$ cat src/rscs_consts.svh
// Constants for the reset source combiner: register map, flag positions,
// reset values and reset-sequence timing.
// Assumes the 40 MHz ref_clk and a 32-bit APB register bus.
`ifndef RSCS_CONSTS_SVH
`define RSCS_CONSTS_SVH

// ----------------------------------------------------------------------
// Register map
// ----------------------------------------------------------------------
`define RSCS_RCC_ADDR       32'h0000_0000
`define RSCS_SEQ_STAT_ADDR  32'h0000_0004

// ----------------------------------------------------------------------
// Field positions of reset_cause_control
// ----------------------------------------------------------------------
`define RSCS_TRAP_BIT       15
`define RSCS_BADOP_BIT      14
`define RSCS_CFGMIS_BIT     9
`define RSCS_VREG_BIT       8
`define RSCS_PINRST_BIT     7
`define RSCS_SOFTRST_BIT    6
`define RSCS_WDTEN_BIT      5
`define RSCS_WATCHDOG_TIMEOUT_FLAG_BIT       4
`define RSCS_SLEEP_BIT      3
`define RSCS_IDLE_BIT       2
`define RSCS_BOR_BIT        1
`define RSCS_POR_BIT        0

// Bits 13..10 are not implemented and read as zero
`define RSCS_RCC_IMPL_MASK  16'hc3ff
// Value taken on power-on reset: only brown-out and power-on flags set
`define RSCS_RCC_POR_VAL    16'h0003
`define RSCS_OSC_RST_VAL    3'h0

// ----------------------------------------------------------------------
// Reset timing
// ----------------------------------------------------------------------
`define RSCS_CLK_MHZ        40
`define RSCS_TPOR_US        10
`define RSCS_TVREG_US       10
`define RSCS_TRST_US        20
`define RSCS_TPWRT_MS       64
`define RSCS_TPOR_CYC       (`RSCS_TPOR_US * `RSCS_CLK_MHZ)
`define RSCS_TVREG_CYC      (`RSCS_TVREG_US * `RSCS_CLK_MHZ)
`define RSCS_TRST_CYC       (`RSCS_TRST_US * `RSCS_CLK_MHZ)
`define RSCS_TPWRT_CYC      (`RSCS_TPWRT_MS * 1000 * `RSCS_CLK_MHZ)
`define RSCS_CNT_W          22

`endif

$ cat src/rscs_pkg.sv
// Types shared by the reset source combiner and its surroundings.
// Assumes rscs_consts.svh supplies all numeric constants.
`include "rscs_consts.svh"

package rscs_pkg;

  // Reset requests from the core and supervisors, all active high levels
  typedef struct packed {
    logic power_on;
    logic brown_out;
    logic reset_instr;
    logic wdt_timeout;
    logic cfg_mismatch;
    logic trap_conflict;
    logic illegal_opcode;
    logic uninit_wreg_reset;
  } rscs_src_t;

  // Power-saving instruction events, one-cycle pulses
  typedef struct packed {
    logic enter_sleep;
    logic enter_idle;
  } rscs_power_save_instruction_t;

  // Reset sequencing phases
  typedef enum logic [1:0] {
    RSCS_RUN,
    RSCS_POR_WAIT,
    RSCS_STARTUP_WAIT,
    RSCS_RST_WAIT
  } rscs_state_t;

endpackage

$ cat src/rscs_reset_combiner.sv
// Reset source combiner: merges all reset sources into the master system
// reset, records the cause in reset_cause_control and picks the clock.
// Assumes all inputs are synchronous to ref_clk and an APB master.
`timescale 1ns/1ps
`include "rscs_consts.svh"

module rscs_reset_combiner
  #(
    parameter int unsigned POWER_UP_TIMER_CYC = `RSCS_TPWRT_CYC
  )
  (
    input  wire logic                ref_clk,
    input  wire logic                reset_n,
    input  wire rscs_pkg::rscs_src_t src,
    input  wire logic                external_clear_pin_n,
    input  wire rscs_pkg::rscs_power_save_instruction_t power_save_instruction,
    input  wire logic                watchdog_fuse_enable,
    input  wire logic [2:0]          initial_osc_select_fuse,
    input  wire logic                clock_switch_en,
    input  wire logic [2:0]          current_osc_field,
    input  wire logic                regulator_enabled,
    input  wire logic [31:0]         paddr,
    input  wire logic                psel,
    input  wire logic                penable,
    input  wire logic                pwrite,
    input  wire logic [31:0]         pwdata,
    input  wire logic [3:0]          pstrb,
    output logic [31:0]              prdata,
    output logic                     pready,
    output logic                     pslverr,
    output logic                     master_system_reset,
    output logic [2:0]               system_osc_select,
    output logic                     watchdog_enable,
    output logic                     regulator_sleep_keepalive
  );

  import rscs_pkg::*;

  localparam logic [`RSCS_CNT_W-1:0] TPOR_CYC  = `RSCS_CNT_W'(`RSCS_TPOR_CYC);
  localparam logic [`RSCS_CNT_W-1:0] TVREG_CYC = `RSCS_CNT_W'(`RSCS_TVREG_CYC);
  localparam logic [`RSCS_CNT_W-1:0] TRST_CYC  = `RSCS_CNT_W'(`RSCS_TRST_CYC);
  localparam logic [`RSCS_CNT_W-1:0] TPWRT_CYC = `RSCS_CNT_W'(POWER_UP_TIMER_CYC);
  localparam logic [`RSCS_CNT_W-1:0] CNT_ONE   = `RSCS_CNT_W'(1);

  // ----------------------------------------------------------------------
  // Source decoding
  // ----------------------------------------------------------------------
  logic por_evt;
  logic bor_evt;
  logic pin_evt;
  logic short_src;
  logic any_src;

  // The block's own reset is treated as a power-on event
  assign por_evt   = !reset_n || src.power_on;
  assign bor_evt   = src.brown_out;
  assign pin_evt   = !external_clear_pin_n;
  // Sources that only need the internal state reset time
  assign short_src = pin_evt || src.reset_instr || src.wdt_timeout || src.cfg_mismatch
                     || src.trap_conflict || src.illegal_opcode || src.uninit_wreg_reset;
  assign any_src   = por_evt || bor_evt || short_src;

  // ----------------------------------------------------------------------
  // Reset sequencer
  // ----------------------------------------------------------------------
  rscs_state_t               fsm_q;
  rscs_state_t               fsm_d;
  logic [`RSCS_CNT_W-1:0]    cnt_q;
  logic [`RSCS_CNT_W-1:0]    cnt_d;
  logic [`RSCS_CNT_W-1:0]    startup_cyc;

  // Regulator start-up is short; without it the power-up timer must run
  assign startup_cyc = regulator_enabled ? TVREG_CYC : TPWRT_CYC;

  // A weaker source never shortens a longer sequence already under way
  always_comb begin
    fsm_d = fsm_q;
    cnt_d = cnt_q;
    if (por_evt) begin
      fsm_d = RSCS_POR_WAIT;
      cnt_d = TPOR_CYC;
    end else if (bor_evt) begin
      if (fsm_q != RSCS_POR_WAIT) begin
        fsm_d = RSCS_STARTUP_WAIT;
        cnt_d = startup_cyc;
      end
    end else if (short_src) begin
      if (fsm_q == RSCS_RUN || fsm_q == RSCS_RST_WAIT) begin
        fsm_d = RSCS_RST_WAIT;
        cnt_d = TRST_CYC;
      end
    end else begin
      case (fsm_q)
        RSCS_RUN: begin
          cnt_d = '0;
        end
        RSCS_POR_WAIT: begin
          if (cnt_q <= CNT_ONE) begin
            fsm_d = RSCS_STARTUP_WAIT;
            cnt_d = startup_cyc;
          end else begin
            cnt_d = cnt_q - CNT_ONE;
          end
        end
        RSCS_STARTUP_WAIT: begin
          if (cnt_q <= CNT_ONE) begin
            fsm_d = RSCS_RST_WAIT;
            cnt_d = TRST_CYC;
          end else begin
            cnt_d = cnt_q - CNT_ONE;
          end
        end
        RSCS_RST_WAIT: begin
          if (cnt_q <= CNT_ONE) begin
            fsm_d = RSCS_RUN;
            cnt_d = '0;
          end else begin
            cnt_d = cnt_q - CNT_ONE;
          end
        end
        default: begin
          fsm_d = RSCS_POR_WAIT;
          cnt_d = TPOR_CYC;
        end
      endcase
    end
  end

  always_ff @(posedge ref_clk) begin
    fsm_q <= fsm_d;
    cnt_q <= cnt_d;
  end

  // Assertion is combinational so the core stops at once; release only
  // comes from the clocked sequencer, so it can never be metastable
  assign master_system_reset = any_src || (fsm_q != RSCS_RUN);

  // ----------------------------------------------------------------------
  // Clock source selection
  // ----------------------------------------------------------------------
  logic [2:0] osc_q;
  logic [2:0] osc_d;

  // Sampled while a source is active; the last sample wins at release
  always_comb begin
    osc_d = osc_q;
    if (por_evt || bor_evt) begin
      osc_d = initial_osc_select_fuse;
    end else if (short_src) begin
      if (clock_switch_en) begin
        osc_d = current_osc_field;
      end else begin
        osc_d = initial_osc_select_fuse;
      end
    end
  end

  always_ff @(posedge ref_clk) begin
    osc_q <= osc_d;
  end

  assign system_osc_select = osc_q;

  // ----------------------------------------------------------------------
  // APB slave, zero wait states
  // ----------------------------------------------------------------------
  logic        setup_ph;
  logic        access_ph;
  logic        hit_rcc;
  logic        hit_stat;
  logic        wr_rcc;
  logic [31:0] prdata_q;
  logic [31:0] prdata_d;
  logic [15:0] rcc_q;
  logic [15:0] rcc_d;

  assign setup_ph  = psel && !penable;
  assign access_ph = psel && penable;
  assign hit_rcc   = (paddr == `RSCS_RCC_ADDR);
  assign hit_stat  = (paddr == `RSCS_SEQ_STAT_ADDR);
  assign wr_rcc    = access_ph && pwrite && hit_rcc;
  assign pready    = 1'b1;
  assign pslverr   = access_ph && !(hit_rcc || hit_stat);

  // Read data is captured in the setup phase so it comes from a flop;
  // cleared under reset so the read bus never shows an unknown word
  always_comb begin
    prdata_d = prdata_q;
    if (!reset_n) begin
      prdata_d = 32'h0000_0000;
    end else if (setup_ph) begin
      if (hit_rcc) begin
        prdata_d = {16'h0000, rcc_q};
      end else if (hit_stat) begin
        prdata_d = {28'h0000000, watchdog_enable, osc_q};
      end else begin
        prdata_d = 32'h0000_0000;
      end
    end
  end

  always_ff @(posedge ref_clk) begin
    prdata_q <= prdata_d;
  end

  assign prdata = prdata_q;

  // ----------------------------------------------------------------------
  // reset_cause_control
  // ----------------------------------------------------------------------
  // Order matters: software write, then hardware clear, then hardware set, then power-on load,
  // so an event in the same cycle as a clear other than power-on is never lost
  always_comb begin
    rcc_d = rcc_q;
    if (wr_rcc) begin
      if (pstrb[0]) begin
        rcc_d[7:0] = pwdata[7:0];
      end
      if (pstrb[1]) begin
        rcc_d[15:8] = pwdata[15:8];
      end
    end
    if (power_save_instruction.enter_sleep || power_save_instruction.enter_idle) begin
      rcc_d[`RSCS_WATCHDOG_TIMEOUT_FLAG_BIT] = 1'b0;
    end
    if (src.trap_conflict) begin
      rcc_d[`RSCS_TRAP_BIT] = 1'b1;
    end
    if (src.illegal_opcode || src.uninit_wreg_reset) begin
      rcc_d[`RSCS_BADOP_BIT] = 1'b1;
    end
    if (src.cfg_mismatch) begin
      rcc_d[`RSCS_CFGMIS_BIT] = 1'b1;
    end
    if (pin_evt) begin
      rcc_d[`RSCS_PINRST_BIT] = 1'b1;
    end
    if (src.reset_instr) begin
      rcc_d[`RSCS_SOFTRST_BIT] = 1'b1;
    end
    if (src.wdt_timeout) begin
      rcc_d[`RSCS_WATCHDOG_TIMEOUT_FLAG_BIT] = 1'b1;
    end
    if (power_save_instruction.enter_sleep) begin
      rcc_d[`RSCS_SLEEP_BIT] = 1'b1;
    end
    if (power_save_instruction.enter_idle) begin
      rcc_d[`RSCS_IDLE_BIT] = 1'b1;
    end
    if (bor_evt) begin
      rcc_d[`RSCS_BOR_BIT] = 1'b1;
    end
    // Power-on sets the brown-out and power-on flags and clears all others and the controls; sleep or idle entry clears only the time-out flag
    if (por_evt) begin
      rcc_d = `RSCS_RCC_POR_VAL;
    end
    rcc_d = rcc_d & `RSCS_RCC_IMPL_MASK;
  end

  // Not reset by non-power-on resets, so the cause survives them
  always_ff @(posedge ref_clk) begin
    rcc_q <= rcc_d;
  end

  // Fuse at one overrides the software enable
  assign watchdog_enable           = watchdog_fuse_enable || rcc_q[`RSCS_WDTEN_BIT];
  assign regulator_sleep_keepalive = rcc_q[`RSCS_VREG_BIT];
endmodule

$ cat config.mk
export PLATFORM = sky130hd
export DESIGN_NAME = rscs_reset_combiner
export DESIGN_NICKNAME = d
export VERILOG_FILES = /design/src/rscs_pkg.sv /design/src/rscs_reset_combiner.sv
export VERILOG_INCLUDE_DIRS = /design/src
export SDC_FILE = /design/constraint.sdc
export NUM_CORES = 1
export LEC_CHECK = 0
export ABC_AREA = 1
export BUFFER_PORTS_ARGS = -buffer_cell sky130_fd_sc_hd__buf_2
export CELL_PAD_IN_SITES_DETAIL_PLACEMENT = 0
export CELL_PAD_IN_SITES_GLOBAL_PLACEMENT = 1
export CORE_ASPECT_RATIO = 0.7
export CORE_MARGIN = 2
export CORE_UTILIZATION = 33
export CTS_CLUSTER_DIAMETER = 40
export CTS_CLUSTER_SIZE = 24
export DETAILED_ROUTE_END_ITERATION = 10
export PLACE_DENSITY_LB_ADDON = 0.1
export SLEW_MARGIN = 20
export SYNTH_ARGS = -nofsm -noshare
export SYNTH_HDL_FRONTEND = slang
export SYNTH_SLANG_ARGS = --single-unit
export TNS_END_PERCENT = 10
$ cat constraint.sdc
create_clock -name ref_clk -period 1.9 [get_ports ref_clk]
set_input_delay 0.285 -clock ref_clk [delete_from_list [all_inputs] [get_ports ref_clk]]
set_output_delay 0.285 -clock ref_clk [all_outputs]
set_load 0.05 [all_outputs]
==> metrics.txt <==
max incr delay on CP=about 0.26 ns; I/O pins=133; startpoint types=input pin; critical path endpoint category=output port; I/O Buffers=89; Syn Inst Count=463; Post-CTS Setup Bufs=0; antenna-violating nets left=0; RD Place Congestion=a little over 0.8; total power=about 0.0029 W; ys async rst share=0%; routed vias/inst=4.54; Initial DRC Count=between 150 and 200; outcome=finished clean; post-synthesis sequential area ratio=32.6%; area of the core=9610 µm²; Max Cap Violations=0; Layout Nets=673; Pins Over Slew Limit=0; synthesized area=roughly 3200 µm²; Max clock buf depth=2; Inserted Diodes=0; DR WL/cell=12.3 µm; CTS buffer count=5; largest net degree at the start of global routing=18; peak supply drop=approximately 370 µV; overall routing resource usage=17.3%; crit-path cells=buf_2 > nor2_1 > nand4_2 > buf_4 > nor2_1 > nand3_1 > buf_2; CTS tree=done; Top FF cell, synth=dfxtp_1; Yosys reg bits=51; static leakage=around 2.0 nW; Hold Vio Cnt, Final=0; area delta synth->final=27.5%; WP data required=1.62 ns; Worst-path clk slew=0.06 ns; slowest CP cell=nand4_2; critical path data arrival time=1.49 ns; Post-Route WL=8650 µm; CP Buf/Inv Count=3; first-pass GRT wire length=14,500 µm; Yosys cell types=46; Initial Utilization=33.5%; Post-DP HPWL=7030 µm; Clock Latency Late Sink=about 0.29 ns; Post-Place Worst Slack=around 0.1 ns; Max Fanout on Critical Path=4; drt drc=0; synth warn=0; RSZ-0062 raised after global routing=true; Die Y=86.7 µm; Setup Skew=0.00700 ns; initial antenna violation count=0; gr ovfl total=0; share of cells above drive strength 1=29.1%; grt met1 use=between 20% and 30%; period utilization=between 90 and 100%; Crit Path Category=in2out; grt peak-use layer=met2; fin util=42.7%; Die W=roughly 120 µm; min cycle time layout=1.77 ns; fmax=0.564 GHz; pwr/cell area=705 nW/µm²; Rows=30; Root Driver=clkbuf_16; final worst setup slack=0.127 ns; H-tree level count=2; vias in the first global route=2,947; Die Area=10,600 µm²; Avg Cell Area, Syn=6.96 µm²; EDFF count, synth=3; Setup violations, final=0; Worst Hold Class=in2reg; Crit path max-delay family=simple AND/OR/NAND/NOR gates; met2 GRT Util=25.9%; clock sink total=a little over 50; met3 GRT Util=roughly 3.6%; vias=3,185; drt first pass iters=4
## worst min-delay path, stage by stage
cell and delay [ns]:
buf_2 0.08, nand2_1 0.04, nand3_1 0.05
## repair_timing
| action | in CTS | in global routing |
|---|---|---|
| hold endpoints to repair | 0 | 0 |
| hold buffers | 0 | 0 |
| endpoints found under the setup margin | 0 | 9 |
| resized for setup | 0 | 6 |
## logic make-up (layout without fill, tap and decap cells)
family	after synthesis	count (layout)	share of synthesized area, %
DFF	51	51	32.6
xor gates and xnor gates	9	9	2.45
other	2	21	0.233
muxes	3	3	1.05
and+or+nand+nor	220	220	32.8
AOI/OAI and AO/OA	87	87	14.9
adders and majority gates	7	7	2.72
buffers and inverters	84	176	13.2
## power by group
part / internal [W] / switching, W
logic: 0.000203 / 0.000418
clock network: 0.000703 / 0.000419
registers: 0.00112 / 0.0000287
## stage by stage
| stage | cell area (µm²) | hold WS [ns] | setup TNS, ns | cells |
|---|---|---|---|---|
| after floorplan | 3300 | 0.398 | 0 | 482 |
| after global placement | 3900 | 0.454 | 0 | 694 |
| after detailed placement | 3900 | 0.460 | 0 | 694 |
| after CTS | 4080 | 0.188 | 0 | 702 |
| after global routing | 4110 | 0.203 | -0.0205 | 702 |
| final | 4110 | 0.194 | 0 | 702 |
## final cells by class
class | count | area [µm²]
fill | 1059 | 5500
inverter | 54 | 208
sequential | 51 | 1050
tap | 128 | 160
timing repair buffer | 114 | 658
multi-input combinational | 347 | 1850
clock buffer | 7 | 154
clock inverter | 1 | 30.0
## cell usage in the layout, fill, tap and decap left out, types with 5 or more instances in the layout
cell type,netlist,routed
a21o_1,5,5
a21oi_1,40,40
buf_2,1,89
buf_4,22,23
clkbuf_16,0,6
conb_1,2,21
dfxtp_1,48,48
ha_1,7,7
inv_1,49,48
inv_2,4,5
nand2_1,98,98
nand3_1,22,20
nand4_1,6,6
nor2_1,58,57
nor2_2,6,7
o21ai_0,27,27
o21ai_2,5,5
xor2_1,6,6
## per-layer routing
layer / part of all wire, % / wire [µm]
met1: 53 / 4550
met2: 40 / 3480
met3: 6.4 / 550
met4: 0.81 / 70
met5: 0 / 0
## cell usage after synthesis (2+ instances only)
library cell	n	area [µm²]
nor2_2	6	37.5
nand2_1	98	368
dfxtp_1	48	961
o21ai_1	4	20.0
ha_1	7	87.6
clkbuf_1	4	15.0
o21ai_2	5	43.8
nor3_1	4	20.0
inv_1	49	184
a21oi_1	40	200
a21o_1	5	37.5
mux2_2	3	33.8
conb_1	2	7.51
buf_6	3	33.8
nand4_1	6	37.5
nand3_2	2	20.0
o21ai_0	27	135
buf_4	22	165
nor3b_2	3	37.5
nand4_2	2	25.0
edfxtp_1	3	90.1
xnor2_1	3	26.3
nand2_2	4	25.0
nor2_1	58	218
nor2_4	2	22.5
xor2_1	6	52.6
nand3_1	22	110
a31oi_1	2	12.5
nor3_2	2	20.0
inv_2	4	15.0
nor3b_1	2	15.0
## registers in the layout, summed over array words and instances (netlist names)
name / count
cnt_q: 22
fsm_q: 2
prdata: 12
rcc_q: 12
system_osc_select: 3
## worst paths after layout
check / startpoint / end / slack (ns) / cells past startpoint
worst max-delay path: src[1] / master_system_reset / 0.13 / 7
worst min-delay path: pwdata[0] / rcc_q[0] / 0.19 / 3
worst max register to register: cnt_q[8] / fsm_q[0] / 0.15 / 10
worst min register to register: rcc_q[9] / prdata[9] / 0.47 / 2
Power figures use the tool's default switching activity.
